### config.mk
export PLATFORM = sky130hd
export DESIGN_NAME = gppm_top
export DESIGN_NICKNAME = d
export VERILOG_FILES = /design/src/hw/gppm_pkg.sv /design/src/hw/gppm_top.sv
export SDC_FILE = /design/constraint.sdc
export NUM_CORES = 1
export LEC_CHECK = 0
export ABC_AREA = 1
export BUFFER_PORTS_ARGS = -buffer_cell sky130_fd_sc_hd__buf_4
export CORE_AREA = 2 2 166 168
export DETAILED_ROUTE_END_ITERATION = 8
export DIE_AREA = 0 0 168 170
export HOLD_SLACK_MARGIN = 0.12
export PLACE_DENSITY = 0.58
export SYNTH_ARGS = -nofsm -noshare
export SYNTH_HDL_FRONTEND = slang
export SYNTH_SLANG_ARGS = --single-unit
### constraint.sdc
create_clock -name clk_i -period 2.2 [get_ports clk_i]
set_input_delay 0.44 -clock clk_i [delete_from_list [all_inputs] [get_ports clk_i]]
set_output_delay 0.44 -clock clk_i [all_outputs]
set_load 0.03 [all_outputs]
### src/hw/gppm_pkg.sv
package gppm_pkg;
  localparam int unsigned GPPM_PINS = 16;
  localparam logic [7:0] GPPM_OFF_CFG = 8'h00;
  localparam logic [7:0] GPPM_OFF_DIR = 8'h04;
  localparam logic [7:0] GPPM_OFF_VAL = 8'h08;
  localparam logic [7:0] GPPM_OFF_MASK = 8'h0c;
  localparam logic [7:0] GPPM_OFF_STAT = 8'h10;
  localparam logic [7:0] GPPM_OFF_CLR = 8'h14;
  localparam logic [7:0] GPPM_OFF_EN = 8'h18;
  localparam logic [7:0] GPPM_OFF_MODE = 8'h1c;
  localparam int unsigned GPPM_CFG_LSB = 0;
  localparam logic [2:0] GPPM_CFG_ADDR = 3'h0;
  localparam logic [2:0] GPPM_CFG_PORT = 3'h4;
  localparam logic [2:0] GPPM_CFG_RST = 3'h0;
  localparam logic [15:0] GPPM_DIR_RST = 16'h0000;
  localparam logic [15:0] GPPM_MASK_RST = 16'hffff;
  localparam logic [15:0] GPPM_EN_RST = 16'hffff;
  localparam logic [1:0] GPPM_RESP_OKAY = 2'h0;
  localparam logic [1:0] GPPM_RESP_SLVERR = 2'h2;

  typedef struct packed {
    logic [15:0] in;
    logic [15:0] out;
    logic [15:0] oe;
  } gppm_pins_t;

  typedef struct packed {
    logic        bus_mode_select;
    logic        dir_wr_in;
    logic        dir_wr_out;
    logic        dir_wr_oe;
  } gppm_mode_t;
endpackage

### src/hw/gppm_top.sv
`timescale 1ns/1ps
`default_nettype none
module gppm_top (
  input wire logic clk_i,
  input wire logic rst_i,
  input wire logic [7:0] s_axi_awaddr_i,
  input wire logic s_axi_awvalid_i,
  output logic s_axi_awready_o,
  input wire logic [31:0] s_axi_wdata_i,
  input wire logic [3:0] s_axi_wstrb_i,
  input wire logic s_axi_wvalid_i,
  output logic s_axi_wready_o,
  output logic [1:0] s_axi_bresp_o,
  output logic s_axi_bvalid_o,
  input wire logic s_axi_bready_i,
  input wire logic [7:0] s_axi_araddr_i,
  input wire logic s_axi_arvalid_i,
  output logic s_axi_arready_o,
  output logic [31:0] s_axi_rdata_o,
  output logic [1:0] s_axi_rresp_o,
  output logic s_axi_rvalid_o,
  input wire logic s_axi_rready_i,
  input wire logic bus_mode_select_i,
  input wire logic wr_dir_i,
  input wire logic [15:0] local_bus_address_i,
  input wire logic [15:0] port_pins_i,
  output logic [15:0] port_pins_o,
  output logic [15:0] port_pins_oe_o,
  output logic wr_dir_o,
  output logic wr_dir_oe_o,
  output logic bus_mode_select_write_o,
  output logic interrupt_request_out_o
);
  import gppm_pkg::*;

  // ****************************************
  // register write path
  // ****************************************
  logic aw_hold_ff, w_hold_ff, bvalid_ff;
  logic nxt_aw_hold, nxt_w_hold, nxt_bvalid;
  logic [7:0] awaddr_ff, nxt_awaddr;
  logic [31:0] wdata_ff, nxt_wdata;
  logic [3:0] wstrb_ff, nxt_wstrb;
  logic [1:0] bresp_ff, nxt_bresp;
  logic [2:0] cfg_ff, nxt_cfg;
  logic [15:0] dir_ff, nxt_dir, val_ff, nxt_val, mask_ff, nxt_mask;
  logic [15:0] en_ff, nxt_en, stat_ff, nxt_stat;
  logic [15:0] sync1_ff, sync2_ff, prev_ff, nxt_prev;
  logic wr_fire;
  logic [15:0] clr_bits, chg;

  function automatic logic [15:0] wr16(input logic [15:0] old, input logic [31:0] d, input logic [3:0] s);
    wr16 = {s[1] ? d[15:8] : old[15:8], s[0] ? d[7:0] : old[7:0]};
  endfunction

  function automatic logic is_mapped(input logic [7:0] a);
    is_mapped = (a[1:0] == 2'h0) && (a <= GPPM_OFF_MODE);
  endfunction

  assign s_axi_awready_o = !aw_hold_ff && !bvalid_ff;
  assign s_axi_wready_o = !w_hold_ff && !bvalid_ff;
  assign wr_fire = aw_hold_ff && w_hold_ff && !bvalid_ff;
  assign s_axi_bvalid_o = bvalid_ff;
  assign s_axi_bresp_o = bresp_ff;

  // port is only a port in PCI mode with config 100
  logic pci_mode, port_mode, addr_mode;
  assign pci_mode = !bus_mode_select_i;
  assign port_mode = pci_mode && (cfg_ff == GPPM_CFG_PORT);
  assign addr_mode = pci_mode && (cfg_ff == GPPM_CFG_ADDR);

  // input change: compare consecutive synchronized samples, only for input pins
  assign chg = (sync2_ff ^ prev_ff) & ~dir_ff & {16{port_mode}};

  always_comb begin
    nxt_aw_hold = aw_hold_ff;
    nxt_w_hold = w_hold_ff;
    nxt_bvalid = bvalid_ff;
    nxt_awaddr = awaddr_ff;
    nxt_wdata = wdata_ff;
    nxt_wstrb = wstrb_ff;
    nxt_bresp = bresp_ff;
    nxt_cfg = cfg_ff;
    nxt_dir = dir_ff;
    nxt_val = val_ff;
    nxt_mask = mask_ff;
    nxt_en = en_ff;
    clr_bits = 16'h0000;
    if (s_axi_awvalid_i && s_axi_awready_o) begin
      nxt_aw_hold = 1'b1;
      nxt_awaddr = s_axi_awaddr_i;
    end
    if (s_axi_wvalid_i && s_axi_wready_o) begin
      nxt_w_hold = 1'b1;
      nxt_wdata = s_axi_wdata_i;
      nxt_wstrb = s_axi_wstrb_i;
    end
    if (wr_fire) begin
      nxt_aw_hold = 1'b0;
      nxt_w_hold = 1'b0;
      nxt_bvalid = 1'b1;
      nxt_bresp = is_mapped(awaddr_ff) ? GPPM_RESP_OKAY : GPPM_RESP_SLVERR;
      case (awaddr_ff)
        GPPM_OFF_CFG: begin
          if (wstrb_ff[0]) begin
            nxt_cfg = wdata_ff[GPPM_CFG_LSB +: 3];
          end
        end
        GPPM_OFF_DIR: nxt_dir = wr16(dir_ff, wdata_ff, wstrb_ff);
        GPPM_OFF_VAL: nxt_val = wr16(val_ff, wdata_ff, wstrb_ff);
        GPPM_OFF_MASK: nxt_mask = wr16(mask_ff, wdata_ff, wstrb_ff);
        GPPM_OFF_CLR: clr_bits = wr16(16'h0000, wdata_ff, wstrb_ff);
        GPPM_OFF_EN: nxt_en = wr16(en_ff, wdata_ff, wstrb_ff);
        default: begin
        end
      endcase
    end else if (bvalid_ff && s_axi_bready_i) begin
      nxt_bvalid = 1'b0;
    end
    // set wins over clear
    nxt_stat = (stat_ff & ~clr_bits) | chg;
    nxt_prev = sync2_ff;
  end

  always_ff @(posedge clk_i) begin
    if (rst_i) begin
      aw_hold_ff <= 1'b0;
      w_hold_ff <= 1'b0;
      bvalid_ff <= 1'b0;
      awaddr_ff <= 8'h00;
      wdata_ff <= 32'h0000_0000;
      wstrb_ff <= 4'h0;
      bresp_ff <= GPPM_RESP_OKAY;
      cfg_ff <= GPPM_CFG_RST;
      dir_ff <= GPPM_DIR_RST;
      val_ff <= 16'h0000;
      mask_ff <= GPPM_MASK_RST;
      en_ff <= GPPM_EN_RST;
      stat_ff <= 16'h0000;
      sync1_ff <= 16'h0000;
      sync2_ff <= 16'h0000;
      prev_ff <= 16'h0000;
    end else begin
      aw_hold_ff <= nxt_aw_hold;
      w_hold_ff <= nxt_w_hold;
      bvalid_ff <= nxt_bvalid;
      awaddr_ff <= nxt_awaddr;
      wdata_ff <= nxt_wdata;
      wstrb_ff <= nxt_wstrb;
      bresp_ff <= nxt_bresp;
      cfg_ff <= nxt_cfg;
      dir_ff <= nxt_dir;
      val_ff <= nxt_val;
      mask_ff <= nxt_mask;
      en_ff <= nxt_en;
      stat_ff <= nxt_stat;
      sync1_ff <= port_pins_i;
      sync2_ff <= sync1_ff;
      prev_ff <= nxt_prev;
    end
  end

  // ****************************************
  // register read path
  // ****************************************
  logic rvalid_ff, nxt_rvalid;
  logic [31:0] rdata_ff, nxt_rdata;
  logic [1:0] rresp_ff, nxt_rresp;
  logic [15:0] val_rd;

  // outputs read back their driven value, inputs their synchronized level
  assign val_rd = (dir_ff & val_ff) | (~dir_ff & sync2_ff);
  assign s_axi_arready_o = !rvalid_ff;
  assign s_axi_rvalid_o = rvalid_ff;
  assign s_axi_rdata_o = rdata_ff;
  assign s_axi_rresp_o = rresp_ff;

  always_comb begin
    nxt_rvalid = rvalid_ff;
    nxt_rdata = rdata_ff;
    nxt_rresp = rresp_ff;
    if (s_axi_arvalid_i && s_axi_arready_o) begin
      nxt_rvalid = 1'b1;
      nxt_rresp = is_mapped(s_axi_araddr_i) ? GPPM_RESP_OKAY : GPPM_RESP_SLVERR;
      case (s_axi_araddr_i)
        GPPM_OFF_CFG: nxt_rdata = {29'h0, cfg_ff};
        GPPM_OFF_DIR: nxt_rdata = {16'h0, dir_ff};
        GPPM_OFF_VAL: nxt_rdata = {16'h0, val_rd};
        GPPM_OFF_MASK: nxt_rdata = {16'h0, mask_ff};
        GPPM_OFF_STAT: nxt_rdata = {16'h0, stat_ff};
        GPPM_OFF_EN: nxt_rdata = {16'h0, en_ff};
        GPPM_OFF_MODE: nxt_rdata = {30'h0, port_mode, bus_mode_select_i};
        default: nxt_rdata = 32'h0000_0000;
      endcase
    end else if (rvalid_ff && s_axi_rready_i) begin
      nxt_rvalid = 1'b0;
    end
  end

  always_ff @(posedge clk_i) begin
    if (rst_i) begin
      rvalid_ff <= 1'b0;
      rdata_ff <= 32'h0000_0000;
      rresp_ff <= GPPM_RESP_OKAY;
    end else begin
      rvalid_ff <= nxt_rvalid;
      rdata_ff <= nxt_rdata;
      rresp_ff <= nxt_rresp;
    end
  end

  // ****************************************
  // pins and interrupt
  // ****************************************
  logic [15:0] pins_q_ff, nxt_pins_q, oe_q_ff, nxt_oe_q;
  logic irq_ff, nxt_irq;

  always_comb begin
    nxt_pins_q = 16'h0000;
    nxt_oe_q = 16'h0000;
    if (addr_mode) begin
      nxt_pins_q = local_bus_address_i;
      nxt_oe_q = 16'hffff;
    end else if (port_mode) begin
      nxt_pins_q = val_ff & dir_ff;
      nxt_oe_q = dir_ff;
    end
    // mask set means suppressed; enable register gates as well
    // next mask and enable, so the pin never lags a mask or enable write by a cycle
    nxt_irq = |(nxt_stat & ~nxt_mask & nxt_en);
  end

  always_ff @(posedge clk_i) begin
    if (rst_i) begin
      pins_q_ff <= 16'h0000;
      oe_q_ff <= 16'h0000;
      irq_ff <= 1'b0;
    end else begin
      pins_q_ff <= nxt_pins_q;
      oe_q_ff <= nxt_oe_q;
      irq_ff <= nxt_irq;
    end
  end

  assign port_pins_o = pins_q_ff;
  assign port_pins_oe_o = oe_q_ff;
  assign interrupt_request_out_o = irq_ff;
  // write/read pin is sensed only, never driven by this block
  assign wr_dir_o = 1'b0;
  assign wr_dir_oe_o = 1'b0;
  assign bus_mode_select_write_o = bus_mode_select_i && wr_dir_i;

  // ****************************************
  // checks
  // ****************************************
  a_wr_pin_released: assert property (@(posedge clk_i) disable iff (rst_i) !wr_dir_oe_o)
    else $error("write/read pin driven");
  a_pci_no_write: assert property (@(posedge clk_i) disable iff (rst_i) !bus_mode_select_i |-> !bus_mode_select_write_o)
    else $error("write strobe seen in PCI mode");
  // the antecedents skip the edge that still samples reset, whose outputs are the reset values
  a_addr_mode_drive: assert property (@(posedge clk_i) disable iff (rst_i)
    !rst_i && addr_mode |=> port_pins_oe_o == 16'hffff)
    else $error("address pins not driven");
  a_out_from_value: assert property (@(posedge clk_i) disable iff (rst_i)
    !rst_i && port_mode |=> ((port_pins_o & port_pins_oe_o) == ($past(val_ff) & $past(dir_ff))))
    else $error("output pin not from value register");
  a_dir_drives_oe: assert property (@(posedge clk_i) disable iff (rst_i)
    !rst_i && port_mode |=> port_pins_oe_o == $past(dir_ff))
    else $error("direction not applied");
  a_bus_mode_select_no_port: assert property (@(posedge clk_i) disable iff (rst_i)
    bus_mode_select_i |=> port_pins_oe_o == 16'h0000)
    else $error("pins driven in bus_mode_select mode");
  a_change_sets: assert property (@(posedge clk_i) disable iff (rst_i)
    (chg != 16'h0000) |=> ((stat_ff & $past(chg)) == $past(chg)))
    else $error("change not captured");
  a_sync_two: assert property (@(posedge clk_i) disable iff (rst_i)
    (!$past(rst_i) && !$past(rst_i, 2)) |-> (sync2_ff == $past(port_pins_i, 2)))
    else $error("synchronizer depth wrong");
  a_irq_level: assert property (@(posedge clk_i) disable iff (rst_i)
    interrupt_request_out_o == |(stat_ff & ~mask_ff & en_ff))
    else $error("interrupt level mismatch");
  a_mask_blocks: assert property (@(posedge clk_i) disable iff (rst_i)
    (mask_ff == 16'hffff) |-> !interrupt_request_out_o)
    else $error("masked interrupt seen");
  a_read_input: assert property (@(posedge clk_i) disable iff (rst_i)
    (s_axi_arvalid_i && s_axi_arready_o && s_axi_araddr_i == GPPM_OFF_VAL) |=>
    (s_axi_rdata_o[15:0] & ~$past(dir_ff)) == ($past(sync2_ff) & ~$past(dir_ff)))
    else $error("input readback wrong");
  a_cfg_port_only: assert property (@(posedge clk_i) disable iff (rst_i)
    (!rst_i && !bus_mode_select_i && cfg_ff == GPPM_CFG_PORT) |=> port_pins_oe_o == $past(dir_ff))
    else $error("port config not applied to pins");
  a_cfg_other_off: assert property (@(posedge clk_i) disable iff (rst_i)
    (!rst_i && cfg_ff != GPPM_CFG_ADDR && cfg_ff != GPPM_CFG_PORT) |=> port_pins_oe_o == 16'h0000)
    else $error("pins driven under another config");

  c_irq_raise: cover property (@(posedge clk_i) disable iff (rst_i) $rose(interrupt_request_out_o));
  c_port_out: cover property (@(posedge clk_i) disable iff (rst_i) port_mode && dir_ff != 16'h0000);
  c_write_done: cover property (@(posedge clk_i) disable iff (rst_i) s_axi_bvalid_o && s_axi_bready_i);
  c_addr_mode: cover property (@(posedge clk_i) disable iff (rst_i) addr_mode);
  c_change_seen: cover property (@(posedge clk_i) disable iff (rst_i) chg != 16'h0000);
endmodule
`default_nettype wire

==> results by group, run 1 <==
Place
  • Dpl ws: approximately 150 ps
  • GP Congestion: 0.833
  • Cell Area, Placed: 10,300 sq um
  • Post-Place Cells: 1,689
  • Dpl hpwl: roughly 18,000 microns
  • # port buffers: approximately 130

Clocking
  • Max clock buf depth: 3
  • CTS tree: done
  • CTS sink cnt: between 200 and 250
  • Htree depth: 1
  • Clk_lat worst skew: 510 ps
  • Cts bufs inserted: 24
  • Clock transition at path regs: roughly 60 ps
  • Clock root buffer: clkbuf_16

Cells and area
  • P&R area growth vs syn: 27.9%
  • Commonest cells after routing, fill and taps aside: nand2_1, dfxtp_1, buf_4
  • Layout cell share with drive strength beyond 1: about 17%
  • ANT cells: 0
  • Fin area: roughly 11,000 sq um
  • Post-Route Utilization: 41.9%
  • Layout Cells excl Fill: between 1,500 and 2,000
  • Commonest non-fill, non-tap cell in the layout: nand2_1
  • Final Net Count: between 1,000 and 1,500

Critical path
  • Reg-to-Reg End: interrupt_request_out_o
  • Worst r2r path cells: 13
  • Worst path cell trace: inv_2 -> nand3_2 -> buf_12 -> nor2_1 -> nand3_1 -> nand2_1 -> nand2_1 -> nand2_1 -> nor2_1 -> nor2_1 -> nand2_1 -> nor2_1 -> a21oi_1
  • Max stage delay on crit path: between 300 and 400 ps
  • CP Data Required Time: ~2600 ps
  • Data arrival time of the critical path: roughly 2300 ps
  • Crit start category: flop
  • R2R Setup Slk: around 280 ps
  • CP endpoint kind: flop
  • Setup Crit Path Kind: flop to flop
  • Launching point of the worst reg2reg path: s_axi_bvalid_o
  • Slowest cell on the critical path: dfxtp_1
  • Worst-path maximum fanout: 22

Logic synthesis
  • Synth async-reset ratio: 0%
  • Synth unique cells: 32
  • Cells after Synth: approximately 1,200
  • Top FF cell, synth: dfxtp_1
  • Seq/Total Area, Yosys: between 40 and 50%
  • YS warnings: 0
  • Yosys reg bits: between 200 and 250
  • Post-synth EDFFs: 0
  • Post-Synthesis Cell Area: slightly below 9000 sq um
  • Syn avg cell area: about 7.2 sq um

Global routing
  • All-Layer GR Usage: ~18%
  • First-pass GRT wire length: about 40,000 microns
  • Vias in the first global route: 7,874
  • Initial antenna violation count: 0
  • Total grt overflow: 0
  • Largest net degree at the start of global routing: approximately 140

Power
  • Peak supply drop: 0.446 mV
  • Switching Share: a little under a quarter
  • Combinational fraction of design power: around 8.4%
  • Pleak: around 4.7 nW
  • Internal: slightly below 0.007 W
  • Power per cell area: between 700 and 800 nW/um^2
  • Psw: 0.00213 W
  • Clock network fraction of total power: a little under half
  • Reg power frac: between 40 and 50%

STA
  • Fin worst setup slack: 284 ps
  • Fin. Hold Viols: 0
  • Clk_skew: 12.8 ps
  • Crit path time final: around 1900 ps
  • Slew @ Worst Pin: about 650 ps
  • RSZ-0062 raised after global routing: no
  • Pins Over Slew Limit: 0
  • Relative slew slack: between 50 and 60%
  • Final setup fails: 0
  • Total negative slack: 0 ps
  • Final worst-path cycle share: 87.1%
  • Max Clock Freq: 522 MHz

Flow run
  • MaxCap Viol Count: 0

Floorplan
  • Die X: 168 microns
  • DIE AREA: approximately 29,000 sq um
  • Core Area: around 27,000 sq um
  • FP Rows: 60
  • Die height: ~170 microns
  • Initial Utilization: 32.8%
  • Io pins: 170

Hold path
  • Worst hold stages: 3
  • Hold Crit Class: input pin to flop
  • Min-Delay Endpoint: sync1_ff[5]
  • Hold path start: port_pins_i[5]

Drt
  • Drt pass-1 iters: 5
  • Post-DRT Antenna Nets: 0
  • Iteration-0 DRC Markers: roughly 640
  • Vias post-DR: about 8,400
  • DRT Wirelength: ~26,000 microns
  • DRC: 0
  • Vias/cell: ~4.8
  • Detail-routed net length per standard cell: ~15 microns

Status
  • Outcome: completed
## kinds of logic after synthesis
logic type / synth area share [%]
buf+inv: 8.43
compound gates: 13.8
simple gates: 29.2
other cells: 0.0429
flops: 48.6
## cells in the mapped netlist, types with 2 or more instances
library cell | count | area share (%)
a21oi_1 | 130 | 7.5
buf_4 | 22 | 1.9
nand2_1 | 339 | 15
buf_2 | 12 | 0.69
inv_1 | 98 | 4.2
nor4_1 | 2 | 0.14
o21ai_0 | 73 | 4.2
nor2_1 | 146 | 6.3
buf_1 | 2 | 0.086
nand3_2 | 3 | 0.34
o21ai_1 | 8 | 0.46
inv_2 | 3 | 0.13
a211oi_1 | 2 | 0.17
a41oi_1 | 2 | 0.20
nor2_2 | 6 | 0.43
clkbuf_1 | 30 | 1.3
nand4_1 | 7 | 0.50
dfxtp_1 | 212 | 49
or2_2 | 9 | 0.64
nand3_1 | 90 | 5.2
o211ai_1 | 14 | 1.2
## repair_timing
item | CTS | global route
buffers inserted | 0 | 0
hold endpoints to repair | 2 | 2
hold buffers | 2 | 2
gates resized for setup | 0 | 0
## final cells by class
type,count,area (sq um)
Inverter,101,379
Clock buffer,36,737
Multi-Input combinational cell,860,3820
Timing Repair Buffer,179,1470
Sequential cell,212,4240
Tap cell,341,427
Clock inverter,7,95.1
Fill cell,2755,15500
## worst max-delay path by stage
| stage | startpoint | to | slack, ps |
|---|---|---|---|
| 2_1_floorplan | s_axi_bvalid_o | interrupt_request_out_o | 420 |
| 3_3_place_gp | s_axi_araddr_i[5] | s_axi_rdata_o[8] | 160 |
| 3_5_place_dp | s_axi_araddr_i[5] | s_axi_rdata_o[6] | 150 |
| 4_1_cts | awaddr_ff[7] | interrupt_request_out_o | 300 |
| 5_1_grt | awaddr_ff[7] | interrupt_request_out_o | 50 |
| 6_report | s_axi_bvalid_o | interrupt_request_out_o | 280 |
## through the flow
stage | hold slack [ps] | total power [W]
2_1_floorplan | 388 | 0.00457
3_3_place_gp | 391 | 0.00486
3_5_place_dp | 395 | 0.00487
4_1_cts | 120 | 0.00901
5_1_grt | 120 | 0.00927
6_report | 134 | 0.00891
## routing by layer
metal / track usage [%] / vias to the layer above / wire, microns / share of wire (%)
met3: 2.53 / 60 / 1380 / 5.4
met2: 31.1 / 252 / 12300 / 48
met4: 6.16 / 0 / 861 / 3.4
li1: - / 4209 / - / -
met1: 22.6 / 3847 / 11100 / 43
met5: 0 / - / 0 / 0
## power groups by stage
stage | clock (W) | combinational, W | sequential, W
2_1_floorplan | 0 | 0.000399 | 0.00417
3_3_place_gp | 0 | 0.000743 | 0.00412
3_5_place_dp | 0 | 0.000747 | 0.00412
4_1_cts | 0.00422 | 0.000752 | 0.00404
5_1_grt | 0.00440 | 0.000822 | 0.00405
6_report | 0.00412 | 0.000748 | 0.00404
## state kept, by name (all words and copies together) (netlist names), 2 cells and up
register	cells
en_ff	16
wdata_ff	16
cfg_ff	3
val_ff	16
mask_ff	16
sync1_ff	16
dir_ff	16
port_pins_o	16
stat_ff	16
awaddr_ff	8
port_pins_oe_o	16
prev_ff	16
s_axi_rdata_o	16
wstrb_ff	2
nxt_prev	16
## critical path: cells and delay by family, from the launching register on
kind,cells,cell delay [ps]
buffers and inverters,2,260
AO/OA/AOI/OAI,1,100
AND/OR/NAND/NOR,10,1070
flip-flops,1,350
Power figures use the tool's default switching activity.
==> run 2, diff against run 1 <==
--- a/config.mk
+++ b/config.mk
@@ -11,7 +11,7 @@
 export DETAILED_ROUTE_END_ITERATION = 8
 export DIE_AREA = 0 0 168 170
 export HOLD_SLACK_MARGIN = 0.12
-export PLACE_DENSITY = 0.58
+export PLACE_DENSITY_LB_ADDON = 0.25
 export SYNTH_ARGS = -nofsm -noshare
 export SYNTH_HDL_FRONTEND = slang
 export SYNTH_SLANG_ARGS = --single-unit
==> run 2 against run 1 <==
Via count fell by 2.7%. First-iteration DRC count is 14% lower. Largest power group is now sequential cells. Combinational power down 1%. Sequential power hardly changed. Worst setup slack got worse by 34 ps. Clock power fell by 8.5%. Cell count down 0.58%. Register-to-register slack got worse by 30 ps. Clock skew grew 5.5 ps. Hold slack worse by 5.8 ps. Routed wire length down 0.45%.
==> results by group, run 2 (synthesis results as in run 1) <==
STA
  • RSZ-0062 raised after global routing: no
  • Total negative slack: 0 ps (unchanged)
  • Max Clock Freq: 513 MHz (-1.7%)
  • Crit path time final: 1950 ps (+33.9 ps)
  • Final setup fails: 0 (unchanged)
  • Slew @ Worst Pin: 667 ps (+14.3 ps)
  • Final worst-path cycle share: 88.7% (+1.5 points)
  • Fin. Hold Viols: 0 (unchanged)
  • Clk_skew: 18.3 ps (+5.51 ps)
  • Worst hold slack: 128 ps (-5.81 ps)
  • Relative slew slack: 55.5% (-0.96 points)
  • Fin worst setup slack: 250 ps (-33.9 ps)
  • Pins Over Slew Limit: 0 (unchanged)

Power
  • Pleak: 4.64 nW (-1.7%)
  • Power per cell area: 776 nW/um^2 (-2.6%)
  • Peak supply drop: 0.514 mV (+15%)

Clocking
  • CTS tree: done
  • Max clock buf depth: 3 (unchanged)
  • Clock transition at path regs: 60 ps (about the same)
  • Clk_lat worst skew: 520 ps (about the same)
  • Htree depth: 1 (unchanged)
  • CTS sink cnt: 212 (unchanged)
  • Cts bufs inserted: 24 (unchanged)
  • Clock root buffer: clkbuf_16
  • PostCTS Resize Cnt: 0 (unchanged)

Cells and area
  • Area of the multi-input gates: 3820 sq um (unchanged)
  • FILL cells: 2,822 (+2.4%)
  • Commonest non-fill, non-tap cell in the layout: nand2_1
  • Commonest cells after routing, fill and taps aside: nand2_1, dfxtp_1, buf_4
  • Register area: 4240 sq um (unchanged)
  • Layout cell share with drive strength beyond 1: 16.6% (-0.67 points)
  • Final Net Count: 1,463 (-0.54%)
  • P&R area growth vs syn: 26.0%
  • Post-Route Utilization: 41.3% (-0.63 points)
  • ANT cells: 0 (unchanged)
  • Layout Cells excl Fill: 1,726 (-0.58%)

Drt
  • DRC: 0 (unchanged)
  • Vias/cell: 4.71 (-2.2%)
  • DRT Wirelength: 25,500 microns (-0.45%)
  • Post-DRT Antenna Nets: 0 (unchanged)
  • Drt pass-1 iters: 5 (unchanged)
  • Detail-routed net length per standard cell: 14.8 microns (+0.12%)
  • Vias post-DR: 8,138 (-2.7%)
  • Iteration-0 DRC Markers: 553 (-14%)

Critical path
  • Worst-path maximum fanout: 22 (unchanged)
  • Setup Crit Path Kind: flop to flop
  • CP Data Required Time: 2560 ps (about the same)
  • Data arrival time of the critical path: 2310 ps (+30 ps)
  • CP endpoint kind: flop
  • Crit start category: flop

Place
  • Dpl ws: 118 ps (-28.9 ps)
  • # port buffers: 131 (unchanged)
  • Post-Place Cells: 1,681 (-0.47%)
  • Dpl hpwl: 18,200 microns (-1.2%)
  • GP Congestion: 0.822 (-1.3%)

Floorplan
  • Die X: 168 microns (unchanged)
  • DIE AREA: 28,600 sq um (unchanged)
  • Io pins: 170 (unchanged)
  • Die height: 170 microns (unchanged)
  • Core Area: 26,700 sq um (unchanged)
  • Initial Utilization: 32.8% (unchanged)
  • FP Rows: 60 (unchanged)

Flow run
  • MaxCap Viol Count: 0 (unchanged)

Global routing
  • Total grt overflow: 0 (unchanged)
  • First-pass GRT wire length: 39,700 microns (-2.0%)
  • Largest net degree at the start of global routing: 138 (unchanged)
  • All-Layer GR Usage: 17.5% (-0.38 points)
  • Vias in the first global route: 7,616 (-3.3%)
  • Initial antenna violation count: 0 (unchanged)

Hold path
  • Hold Crit Class: input pin to flop

Status
  • Outcome: completed
==> run 2: final cells by class <==
type | instances | share of cell area, %
sequential | 212 | 38.6
clock buffer | 37 | 6.55
multi-input combinational | 860 | 34.8
clock inverter | 4 | 0.182
tap | 341 | 3.88
inverter | 101 | 3.45
timing repair buffer | 171 | 12.6
==> run 2: metal layers <==
metal	share of wire [%]	GRT usage (%)	wire [microns]
met5	0	0	0
met4	2.7	5.18	678
met3	4.5	2.42	1140
met2	49	30.7	12500
met1	44	22.3	11200
==> run 2: critical path: stages (launching register included) <==
cell and delay (ps):
dfxtp_1 340, inv_2 80, nand3_2 80, buf_12 180, nor2_1 250, nand3_1 130
nand2_1 100, nand2_1 60, nand2_1 70, nor2_1 40, nor2_1 120, nand2_1 90
nor2_1 180, a21oi_1 90
==> run 2: final timing paths <==
kind / from / to / slack [ps] / cells past startpoint
worst max-delay path: s_axi_bvalid_o / interrupt_request_out_o / 250 / 13
worst min-delay path: port_pins_i[1] / sync1_ff[1] / 130 / 3
worst max register to register: s_axi_bvalid_o / interrupt_request_out_o / 250 / 13
worst min register to register: sync1_ff[6] / nxt_prev[6] / 390 / 2
==> run 2: stage by stage <==
| stage | power, W | instance area (sq um) |
|---|---|---|
| finish | 0.00854 | 11000 |
| detailed placement | 0.00486 | 10200 |
| CTS | 0.00864 | 11000 |
| floorplan | 0.00457 | 8800 |
| global placement | 0.00486 | 10200 |
| global route | 0.00890 | 11000 |
==> run 2: timing repair <==
| action | CTS | global route |
|---|---|---|
| setup endpoints to repair | 0 | 1 |
| hold buffers | 2 | 0 |
| setup buffers | 0 | 2 |
| hold endpoints to repair | 2 | 0 |
==> run 2: power breakdown <==
| part | internal [W] | switching (W) |
|---|---|---|
| clock network | 0.00223 | 0.00153 |
| logic | 0.000262 | 0.000478 |
| registers | 0.00396 | 0.0000767 |
